`src/pdc_pkg.sv`:
```
// Purpose: shared constants for the duty-cycle compare stage
// Assumes: 32-bit Avalon-MM word registers, byte addresses below
// Notes:   all offsets are word aligned
package pdc_pkg;
	localparam int PDC_NCH = 3;
	localparam int PDC_DW  = 14;
	localparam int PDC_TW  = 12;
	// register byte addresses
	localparam logic [5:0] PDC_A_D0L  = 6'h00;
	localparam logic [5:0] PDC_A_D0H  = 6'h04;
	localparam logic [5:0] PDC_A_D1L  = 6'h08;
	localparam logic [5:0] PDC_A_D1H  = 6'h0C;
	localparam logic [5:0] PDC_A_D2L  = 6'h10;
	localparam logic [5:0] PDC_A_D2H  = 6'h14;
	localparam logic [5:0] PDC_A_PERL = 6'h18;
	localparam logic [5:0] PDC_A_PERH = 6'h1C;
	localparam logic [5:0] PDC_A_CTRL = 6'h20;
	localparam logic [5:0] PDC_A_OVR  = 6'h24;
	localparam logic [5:0] PDC_A_STAT = 6'h28;
	localparam logic [5:0] PDC_A_DEAD = 6'h2C;
	// ctrl fields
	localparam int PDC_C_EN   = 0;
	localparam int PDC_C_MODE = 1;  // 2 bits: 00 free, 01 single
	localparam int PDC_C_PS   = 3;  // 2 bits prescale select
	localparam int PDC_C_CMP  = 5;  // complementary enable
	// reset values
	localparam logic [PDC_DW-1:0] PDC_DUTY_RST = 14'h0000;
	localparam logic [PDC_TW-1:0] PDC_PER_RST  = 12'hFFF;
	localparam logic [7:0]        PDC_DEAD_RST = 8'h04;
	localparam logic [31:0]       PDC_UNMAPPED = 32'h00000000;
	localparam logic [1:0]        PDC_PS_1TO1  = 2'h0;
	localparam logic [1:0]        PDC_M_FREE   = 2'h0;
	localparam logic [1:0]        PDC_M_SINGLE = 2'h1;
	typedef enum logic [2:0] {
		PDC_S_IDLE = 3'b001,
		PDC_S_RESP = 3'b010,
		PDC_S_DONE = 3'b100
	} pdc_bus_t;
endpackage : pdc_pkg

```
`src/pdc_dt_if.sv`:
```
// Purpose: carries one compare result to its dead-time shaper
// Assumes: single clock domain
// Notes:   raw is the comparator level, hi/lo are the shaped pair
`timescale 1ns/1ns
`default_nettype none
interface pdc_dt_if;
	logic       raw;
	logic       comp_en;
	logic [7:0] dead;
	logic       hi;
	logic       lo;
	modport src (output raw, output comp_en, output dead,
		input hi, input lo);
	modport sink (input raw, input comp_en, input dead,
		output hi, output lo);
endinterface : pdc_dt_if
`default_nettype wire

```
`src/pdc_compare.sv`:
```
// Purpose: time base and three duty-cycle compare units
// Assumes: one instruction cycle = four clock phases, Avalon-MM slave
// Notes:   override forces pins after dead-time shaping
//
// The address map and the Avalon-MM interface to the registers were decided locally.
`timescale 1ns/1ns
`default_nettype none
module pdc_compare
	import pdc_pkg::*;
#(
	parameter int NCH = PDC_NCH
) (
	input  wire logic        i_clk,
	input  wire logic        i_rstn,
	input  wire logic [5:0]  i_address,
	input  wire logic        i_read,
	input  wire logic        i_write,
	input  wire logic [31:0] i_writedata,
	output logic [31:0]      o_readdata,
	output logic             o_waitrequest,
	output logic [5:0]       o_pwm
);
	pdc_bus_t               st_q;
	logic [PDC_DW-1:0]      buf_q [NCH];
	logic [PDC_DW-1:0]      act_q [NCH];
	logic [PDC_TW-1:0]      per_buf_q;
	logic [PDC_TW-1:0]      per_q;
	logic [PDC_TW-1:0]      cnt_q;
	logic [1:0]             ph_q;
	logic [2:0]             pre_q;
	logic [5:0]             ctrl_q;
	logic [5:0]             ovr_q;
	logic [7:0]             dead_q;
	logic [NCH-1:0]         act_out_q;
	logic [NCH-1:0]         match;
	logic [31:0]            rd_d;
	logic [31:0]            rd_q;
	logic                   wait_q;
	logic                   wr_go;
	logic                   tick;
	logic                   wrap;
	logic                   ps_1to1;
	logic [2:0]             pre_lim;
	logic [5:0]             pwm_raw;

	assign o_readdata    = rd_q;
	assign o_waitrequest = wait_q;
	assign ps_1to1 = (ctrl_q[PDC_C_PS+:2] == PDC_PS_1TO1);
	// prescale 1:1, 1:4 and 1:8 as instruction cycles per count minus one
	always_comb begin
		case (ctrl_q[PDC_C_PS+:2])
			2'h0:    pre_lim = 3'h0;
			2'h1:    pre_lim = 3'h3;
			2'h2:    pre_lim = 3'h7;
			default: pre_lim = 3'h7;
		endcase
	end
	// >= lets a shorter prescale take hold at once after a longer one
	assign tick = ctrl_q[PDC_C_EN] && (ph_q == 2'h3)
		&& (pre_q >= pre_lim);
	assign wrap = tick && (cnt_q == per_q);

	// bus slave: two wait cycles then the answer in DONE
	always_ff @(posedge i_clk) begin
		if (!i_rstn) begin
			st_q <= PDC_S_IDLE;
		end else begin
			case (st_q)
				PDC_S_IDLE: if (i_read || i_write) st_q <= PDC_S_RESP;
				PDC_S_RESP: st_q <= PDC_S_DONE;
				PDC_S_DONE: st_q <= PDC_S_IDLE;
				default:    st_q <= PDC_S_IDLE;
			endcase
		end
	end
	assign wr_go = (st_q == PDC_S_RESP) && i_write;

	// waitrequest from a flop of its own: low only while the state
	// register sits in DONE, so the pin carries no decode glitch
	always_ff @(posedge i_clk) begin
		if (!i_rstn)
			wait_q <= 1'b1;
		else
			wait_q <= (st_q != PDC_S_RESP);
	end

	// read mux; unmapped reads return zero
	always_comb begin
		rd_d = PDC_UNMAPPED;
		case (i_address)
			PDC_A_D0L:  rd_d = {24'h0, buf_q[0][7:0]};
			PDC_A_D0H:  rd_d = {26'h0, buf_q[0][13:8]};
			PDC_A_D1L:  rd_d = {24'h0, buf_q[1][7:0]};
			PDC_A_D1H:  rd_d = {26'h0, buf_q[1][13:8]};
			PDC_A_D2L:  rd_d = {24'h0, buf_q[2][7:0]};
			PDC_A_D2H:  rd_d = {26'h0, buf_q[2][13:8]};
			PDC_A_PERL: rd_d = {24'h0, per_buf_q[7:0]};
			PDC_A_PERH: rd_d = {28'h0, per_buf_q[11:8]};
			PDC_A_CTRL: rd_d = {26'h0, ctrl_q};
			PDC_A_OVR:  rd_d = {26'h0, ovr_q};
			PDC_A_STAT: rd_d = 32'({act_out_q, ph_q, cnt_q});
			PDC_A_DEAD: rd_d = {24'h0, dead_q};
			default:    rd_d = PDC_UNMAPPED;
		endcase
	end
	always_ff @(posedge i_clk) begin
		if (!i_rstn)
			rd_q <= 32'h0;
		else if (st_q == PDC_S_RESP && i_read)
			rd_q <= rd_d;
	end

	// control-type registers
	always_ff @(posedge i_clk) begin
		if (!i_rstn) begin
			per_buf_q <= PDC_PER_RST;
			ctrl_q    <= 6'h00;
			ovr_q     <= 6'h00;
			dead_q    <= PDC_DEAD_RST;
		end else if (wr_go) begin
			case (i_address)
				PDC_A_PERL: per_buf_q[7:0]  <= i_writedata[7:0];
				PDC_A_PERH: per_buf_q[11:8] <= i_writedata[3:0];
				PDC_A_CTRL: ctrl_q <= i_writedata[5:0];
				PDC_A_OVR:  ovr_q  <= i_writedata[5:0];
				PDC_A_DEAD: dead_q <= i_writedata[7:0];
				default:    ;
			endcase
		end
	end

	// phase and prescale counters; phase 0..3 stands for Q1..Q4
	always_ff @(posedge i_clk) begin
		if (!i_rstn) begin
			ph_q  <= 2'h0;
			pre_q <= 3'h0;
		end else begin
			ph_q <= ph_q + 2'h1;
			if (ph_q == 2'h3)
				pre_q <= tick ? 3'h0 : pre_q + 3'h1;
		end
	end

	// time base; free-running and single-shot modes run alike here
	always_ff @(posedge i_clk) begin
		if (!i_rstn) begin
			cnt_q <= 12'h000;
			per_q <= PDC_PER_RST;
		end else if (!ctrl_q[PDC_C_EN]) begin
			per_q <= per_buf_q;
		end else if (wrap) begin
			cnt_q <= 12'h000;
			per_q <= per_buf_q;
		end else if (tick) begin
			cnt_q <= cnt_q + 12'h001;
		end
	end

	// per-unit buffers, active copies, compare and output level
	genvar g;
	generate
		for (g = 0; g < NCH; g++) begin : g_unit
			localparam logic [5:0] AL = PDC_A_D0L + 6'(8 * g);
			localparam logic [5:0] AH = PDC_A_D0H + 6'(8 * g);
			pdc_dt_if dti ();
			logic     per_start;
			always_ff @(posedge i_clk) begin
				if (!i_rstn)
					buf_q[g] <= PDC_DUTY_RST;
				else if (wr_go && i_address == AL)
					buf_q[g][7:0] <= i_writedata[7:0];
				else if (wr_go && i_address == AH)
					buf_q[g][13:8] <= i_writedata[5:0];
			end
			// reload at period start, and every clock while disabled, so a period sees one value
			always_ff @(posedge i_clk) begin
				if (!i_rstn)
					act_q[g] <= PDC_DUTY_RST;
				else if (wrap || !ctrl_q[PDC_C_EN])
					act_q[g] <= buf_q[g];
			end
			// count equality plus phase pick; phase bits dropped off 1:1
			assign match[g] = ctrl_q[PDC_C_EN]
				&& (act_q[g][13:2] == cnt_q)
				&& (ps_1to1 ? (ph_q == act_q[g][1:0])
				            : (ph_q == 2'h0));
			assign per_start = ctrl_q[PDC_C_EN] && ph_q == 2'h0
				&& cnt_q == 12'h000;
			// match wins over period start so zero duty stays inactive
			always_ff @(posedge i_clk) begin
				if (!i_rstn)
					act_out_q[g] <= 1'b0;
				else if (!ctrl_q[PDC_C_EN])
					act_out_q[g] <= 1'b0;
				else if (match[g])
					act_out_q[g] <= 1'b0;
				else if (per_start)
					act_out_q[g] <= 1'b1;
			end
			assign dti.raw     = act_out_q[g];
			assign dti.comp_en = ctrl_q[PDC_C_CMP];
			assign dti.dead    = dead_q;
			pdc_deadtime u_dt (
				.i_clk  (i_clk),
				.i_rstn (i_rstn),
				.dt     (dti)
			);
			assign pwm_raw[2*g]   = dti.hi;
			assign pwm_raw[2*g+1] = dti.lo;
			// override bit 2g forces unit g, bit 2g+1 is the high-leg level
			always_ff @(posedge i_clk) begin
				if (!i_rstn) begin
					o_pwm[2*g]   <= 1'b0;
					o_pwm[2*g+1] <= 1'b0;
				end else if (ovr_q[2*g]) begin
					o_pwm[2*g]   <= ovr_q[2*g+1];
					o_pwm[2*g+1] <= ~ovr_q[2*g+1];
				end else begin
					o_pwm[2*g]   <= pwm_raw[2*g];
					o_pwm[2*g+1] <= pwm_raw[2*g+1];
				end
			end
			// per-unit checks; a fall while enabled comes from a match
			match_off_a: assert property (@(posedge i_clk)
				disable iff (!i_rstn)
				match[g] |=> !act_out_q[g])
				else $error("output active after match");
			rise_start_a: assert property (@(posedge i_clk)
				disable iff (!i_rstn)
				$rose(act_out_q[g])
				|-> $past(ph_q) == 2'h0 && $past(cnt_q) == 12'h000)
				else $error("output rose outside period start");
			phase_pick_a: assert property (@(posedge i_clk)
				disable iff (!i_rstn)
				$past(ctrl_q[PDC_C_EN]) && $past(ps_1to1)
				&& $fell(act_out_q[g])
				|-> $past(ph_q) == $past(act_q[g][1:0]))
				else $error("match at wrong phase");
			phase_one_a: assert property (@(posedge i_clk)
				disable iff (!i_rstn)
				$past(ctrl_q[PDC_C_EN]) && !$past(ps_1to1)
				&& $fell(act_out_q[g])
				|-> $past(ph_q) == 2'h0)
				else $error("prescaled match off phase one");
			count_eq_a: assert property (@(posedge i_clk)
				disable iff (!i_rstn)
				$past(ctrl_q[PDC_C_EN]) && $fell(act_out_q[g])
				|-> $past(act_q[g][13:2]) == $past(cnt_q))
				else $error("match without count equality");
			reload_a: assert property (@(posedge i_clk)
				disable iff (!i_rstn)
				wrap |=> act_q[g] == $past(buf_q[g]))
				else $error("duty not reloaded at wrap");
			hold_a: assert property (@(posedge i_clk)
				disable iff (!i_rstn)
				ctrl_q[PDC_C_EN] && !wrap && $past(ctrl_q[PDC_C_EN])
				|=> $stable(act_q[g]) or $past(wrap))
				else $error("active duty changed mid period");
			ovr_force_a: assert property (@(posedge i_clk)
				disable iff (!i_rstn)
				ovr_q[2*g] |=> o_pwm[2*g] == $past(ovr_q[2*g+1]))
				else $error("override not applied");
			pair_excl_a: assert property (@(posedge i_clk)
				disable iff (!i_rstn)
				!(o_pwm[2*g] && o_pwm[2*g+1]))
				else $error("pin pair both high");
		end
	endgenerate

	// time base and bus handshake checks
	wrap_zero_a: assert property (@(posedge i_clk)
		disable iff (!i_rstn)
		wrap |=> cnt_q == 12'h000 && per_q == $past(per_buf_q))
		else $error("time base did not wrap");
	count_step_a: assert property (@(posedge i_clk)
		disable iff (!i_rstn)
		tick && !wrap |=> cnt_q == $past(cnt_q) + 12'h001)
		else $error("time base skipped a count");
	per_hold_a: assert property (@(posedge i_clk)
		disable iff (!i_rstn)
		ctrl_q[PDC_C_EN] && !wrap |=> $stable(per_q))
		else $error("period changed mid period");
	wait_one_a: assert property (@(posedge i_clk)
		disable iff (!i_rstn)
		!o_waitrequest |=> o_waitrequest)
		else $error("waitrequest low for two cycles");
	answer_due_a: assert property (@(posedge i_clk)
		disable iff (!i_rstn)
		st_q == PDC_S_RESP |=> !o_waitrequest)
		else $error("answer cycle missed");
endmodule : pdc_compare
`default_nettype wire

```
`src/pdc_deadtime.sv`:
```
// Purpose: complementary pair with dead time for one compare unit
// Assumes: dead count given in clock cycles, at least one
// Notes:   both outputs low while the dead counter runs
`timescale 1ns/1ns
`default_nettype none
module pdc_deadtime (
	input  wire logic i_clk,
	input  wire logic i_rstn,
	pdc_dt_if.sink    dt
);
	logic       prev_q;
	logic [7:0] cnt_q;
	logic       hi_q;
	logic       lo_q;
	assign dt.hi = hi_q;
	assign dt.lo = lo_q;
	// an edge of raw drops both legs and waits the dead count
	always_ff @(posedge i_clk) begin
		if (!i_rstn) begin
			prev_q <= 1'b0;
			cnt_q  <= 8'h00;
			hi_q   <= 1'b0;
			lo_q   <= 1'b0;
		end else if (!dt.comp_en) begin
			prev_q <= dt.raw;
			cnt_q  <= 8'h00;
			hi_q   <= dt.raw;
			lo_q   <= 1'b0;
		end else if (dt.raw != prev_q) begin
			prev_q <= dt.raw;
			cnt_q  <= dt.dead;
			hi_q   <= 1'b0;
			lo_q   <= 1'b0;
		end else if (cnt_q != 8'h00) begin
			cnt_q <= cnt_q - 8'h01;
		end else begin
			hi_q <= prev_q;
			lo_q <= ~prev_q;
		end
	end
	no_overlap_a: assert property (@(posedge i_clk)
		disable iff (!i_rstn)
		!(hi_q && lo_q)) else $error("pair both active");
endmodule : pdc_deadtime
`default_nettype wire

```
`config.mk`:
```
export PLATFORM = sky130hd
export DESIGN_NAME = pdc_compare
export DESIGN_NICKNAME = d
export VERILOG_FILES = /design/src/pdc_pkg.sv /design/src/pdc_dt_if.sv /design/src/pdc_compare.sv /design/src/pdc_deadtime.sv
export SDC_FILE = /design/constraint.sdc
export NUM_CORES = 1
export LEC_CHECK = 0
export ABC_AREA = 1
export ABC_CLOCK_PERIOD_IN_PS = 2800
export BUFFER_PORTS_ARGS = -buffer_cell sky130_fd_sc_hd__buf_2
export CAP_MARGIN = 10
export CORE_UTILIZATION = 40
export DETAILED_ROUTE_END_ITERATION = 10
export PLACE_DENSITY = 0.68
export SLEW_MARGIN = 30
export SYNTH_ARGS = -nofsm -noshare
export SYNTH_HDL_FRONTEND = slang
export SYNTH_SLANG_ARGS = --single-unit
```
`constraint.sdc`:
```
create_clock -name i_clk -period 2.8 [get_ports i_clk]
set_clock_uncertainty 0.2 [all_clocks]
set_input_delay 0.14 -clock i_clk [delete_from_list [all_inputs] [get_ports i_clk]]
set_output_delay 0.14 -clock i_clk [all_outputs]
set_load 0.02 [all_outputs]
```
==> impl_metrics.env <==
export IMPL_finalSetupViolCount=0
export IMPL_cts_tree="yes"
export IMPL_grt_max_degree=43
export IMPL_route_final_wire_length_um=27900
export IMPL_finalCritPeriodShare=0.914
export IMPL_irDropWorstVdd_mv=0.380
export IMPL_drive_gt1_frac=0.141
export IMPL_ff_latch_area_mm2=0.00500
export IMPL_initial_core_util=0.410
export IMPL_cp_start_kind="flop"
export IMPL_crit_fanout=20
export IMPL_critPathCaptureType="flop"
export IMPL_dp_hpwl_um=20400
export IMPL_first_iter_violations=824
export IMPL_min_from="i_address[4]"
export IMPL_cts_sinks=208
export IMPL_synth_edff_count=84
export IMPL_hold_path_class="in -> reg"
export IMPL_yosysWarnings=0
export IMPL_tightest_slew_ns=0.721
export IMPL_rrSetupSlack_ns=0.24
export IMPL_rows=58
export IMPL_grt_use_total=0.211
export IMPL_fin_ws_ns=0.241
export IMPL_reg2reg_from="ctrl_q[4]"
export IMPL_crit_type="reg -> reg"
export IMPL_die_w_um=163
export IMPL_max_freq_mhz=391
export IMPL_final_cell_mix="226 x nand2_1, 151 x nor2_1, 129 x inv_1, 124 x dfxtp_1, 85 x nand3_1"
export IMPL_grt_pass1_vias=7909
export IMPL_setup_tns_ns=0
export IMPL_dr_pass1_iters=5
export IMPL_ys_types=39
export IMPL_num_vias=8500
export IMPL_synthCells=1250
export IMPL_maxCapViolations=0
export IMPL_mostFrequentLayoutCell="nand2_1"
export IMPL_drc=0
export IMPL_numCtsBuffers=23
export IMPL_die_height_um=163
export IMPL_vias_per_cell=5.14
export IMPL_wire_per_inst_um=16.9
export IMPL_htreeDepth=1
export IMPL_fillers=2398
export IMPL_globalRouteOverflowTotal=0
export IMPL_antenna_found_initial=0
export IMPL_die_area_mm2=0.0266
export IMPL_fin_nets=1366
export IMPL_port_buffers=41
export IMPL_r2r_end="act_q[1][1]"
export IMPL_worstSkewPairLatency_ns=0.51
export IMPL_root_buffer="clkbuf_16"
export IMPL_required_ns=2.86
export IMPL_p_per_area_mw_per_mm2=554
export IMPL_outcome="finished clean"
export IMPL_diodes=0
export IMPL_yosysSeqAreaShare=0.482
export IMPL_slew_headroom=0.515
export IMPL_async_flop_share=0
export IMPL_whs_endpoint="ovr_q[2]"
export IMPL_syn_cell_area_mm2=0.0104
export IMPL_rsz0062_at_grt="false"
export IMPL_clock_path_buffers=3
export IMPL_syn_to_final_growth_pct=13.7
export IMPL_grt_pass1_wl_um=43200
export IMPL_io_pins=81
export IMPL_p_leak_nw=5.11
export IMPL_multi_input_area_mm2=0.00448
export IMPL_pre_cts_ws_ns=0.238
export IMPL_gp_congestion=0.874
export IMPL_crit_arrival_ns=2.62
export IMPL_worstRegToRegCells=12
export IMPL_holdPathStages=5
export IMPL_finalHoldViolations=0
export IMPL_syn_area_per_cell_um2=8.31
export IMPL_drv_slew=0
export IMPL_synth_ff_type="dfxtp_1"
export IMPL_finalCriticalPeriod_ns=2.56
export IMPL_clkSlewWorstSetupHoldPaths_ns=0.06
export IMPL_ant_nets=0
export IMPL_coreArea_mm2=0.0253
export IMPL_ys_seq_elements=208
==> metrics by stage <==
stage                     utilization  instance area, µm²  hold WS (ns)  power, mW  instances
after floorplan                     -               10400        0.0704       3.53       1264
after global placement          0.433               11000         0.199       3.61       1601
after detailed placement        0.433               11000         0.197       3.62       1601
after CTS                       0.467               11800        0.0262       6.58       1653
after global routing            0.467               11800        0.0585       6.73       1653
final                           0.467               11800        0.0363       6.55       1653
==> synth_stat cells (9+ instances only) <==
cell,number,share of area
nand2_1,227,0.082
nor2_1,152,0.055
inv_1,129,0.047
dfxtp_1,124,0.24
nand3_1,85,0.041
edfxtp_1,84,0.24
a21oi_1,67,0.032
o21ai_0,48,0.023
nand4_1,47,0.028
xor2_1,43,0.036
nor2_4,31,0.034
buf_2,23,0.011
nor3_1,23,0.011
clkbuf_1,22,0.0079
buf_4,20,0.014
nor2_2,18,0.011
ha_1,17,0.020
o211ai_1,16,0.012
xnor2_1,14,0.012
inv_2,9,0.0033
==> registers in the layout (all words and copies together), names as in the netlist, 6 cells and up <==
signal and cells:
g_unit.u_dt.cnt_q 24, per_buf_q 12, ovr_q 6, buf_q 42
ctrl_q 6, o_readdata 17, per_q 12, dead_q 8
o_pwm 6, act_q 42, cnt_q 12
==> kinds of logic after synthesis <==
family / share of synthesized area
AND/OR/NAND/NOR: 0.274
buffers and inverters: 0.0924
flip-flops: 0.482
AO/OA/AOI/OAI: 0.0830
XOR/XNOR: 0.0480
adder cells (fa/ha/maj): 0.0205
other: 0.000361
==> how the worst max path moves through the flow <==
stage / startpoint / endpoint / slack, ns
2_1_floorplan: ctrl_q[4] / act_q[0][0] / 0.11
3_3_place_gp: ctrl_q[4] / act_q[1][1] / 0.32
3_5_place_dp: ctrl_q[4] / act_q[1][1] / 0.24
4_1_cts: ctrl_q[4] / act_q[1][1] / 0.23
5_1_grt: ctrl_q[3] / act_q[1][1] / 0.06
6_report: ctrl_q[4] / act_q[1][1] / 0.24
==> layout make-up <==
| type | count | share of cell area |
|---|---|---|
| Sequential cell | 208 | 0.424 |
| Timing Repair Buffer | 90 | 0.0540 |
| Inverter | 141 | 0.0448 |
| Clock buffer | 32 | 0.0560 |
| Tap cell | 330 | 0.0349 |
| Multi-Input combinational cell | 843 | 0.380 |
| Clock inverter | 9 | 0.00710 |
==> critical path, cell delays in order, from the launching register on <==
cell     delay, ns
dfxtp_1       0.33
nor2_1        0.24
inv_1         0.08
ha_1          0.28
nand3_1       0.07
nand3_1       0.08
nand2_1       0.09
inv_1         0.08
nand3_4       0.16
nand2_4       0.13
nand2_4       0.24
buf_12        0.25
nor2_1        0.06
==> where the power goes <==
part           switching (mW)  leakage, nW  internal, mW
Sequential             0.0355         1.93          3.19
Clock                    1.23        0.372          1.75
Combinational           0.240         2.80        0.0959
Total                    1.51         5.11          5.04
==> routing by layer <==
| metal | vias to the layer above | share of wire | GRT usage | wire length (µm) |
|---|---|---|---|---|
| met5 | - | 0 | 0 | 0 |
| met3 | 71 | 0.071 | 0.0297 | 1980 |
| met4 | 0 | 0.037 | 0.0871 | 1040 |
| met1 | 3925 | 0.44 | 0.288 | 12300 |
| li1 | 4191 | - | - | - |
| met2 | 313 | 0.45 | 0.333 | 12600 |
==> repair_timing <==
item / 4_1_cts / 5_1_grt
endpoints found under the hold margin: 46 / 0
buffers inserted: 0 / 0
resized for setup: 0 / 0
hold buffers: 11 / 0
(Power assumes the default switching activity.)
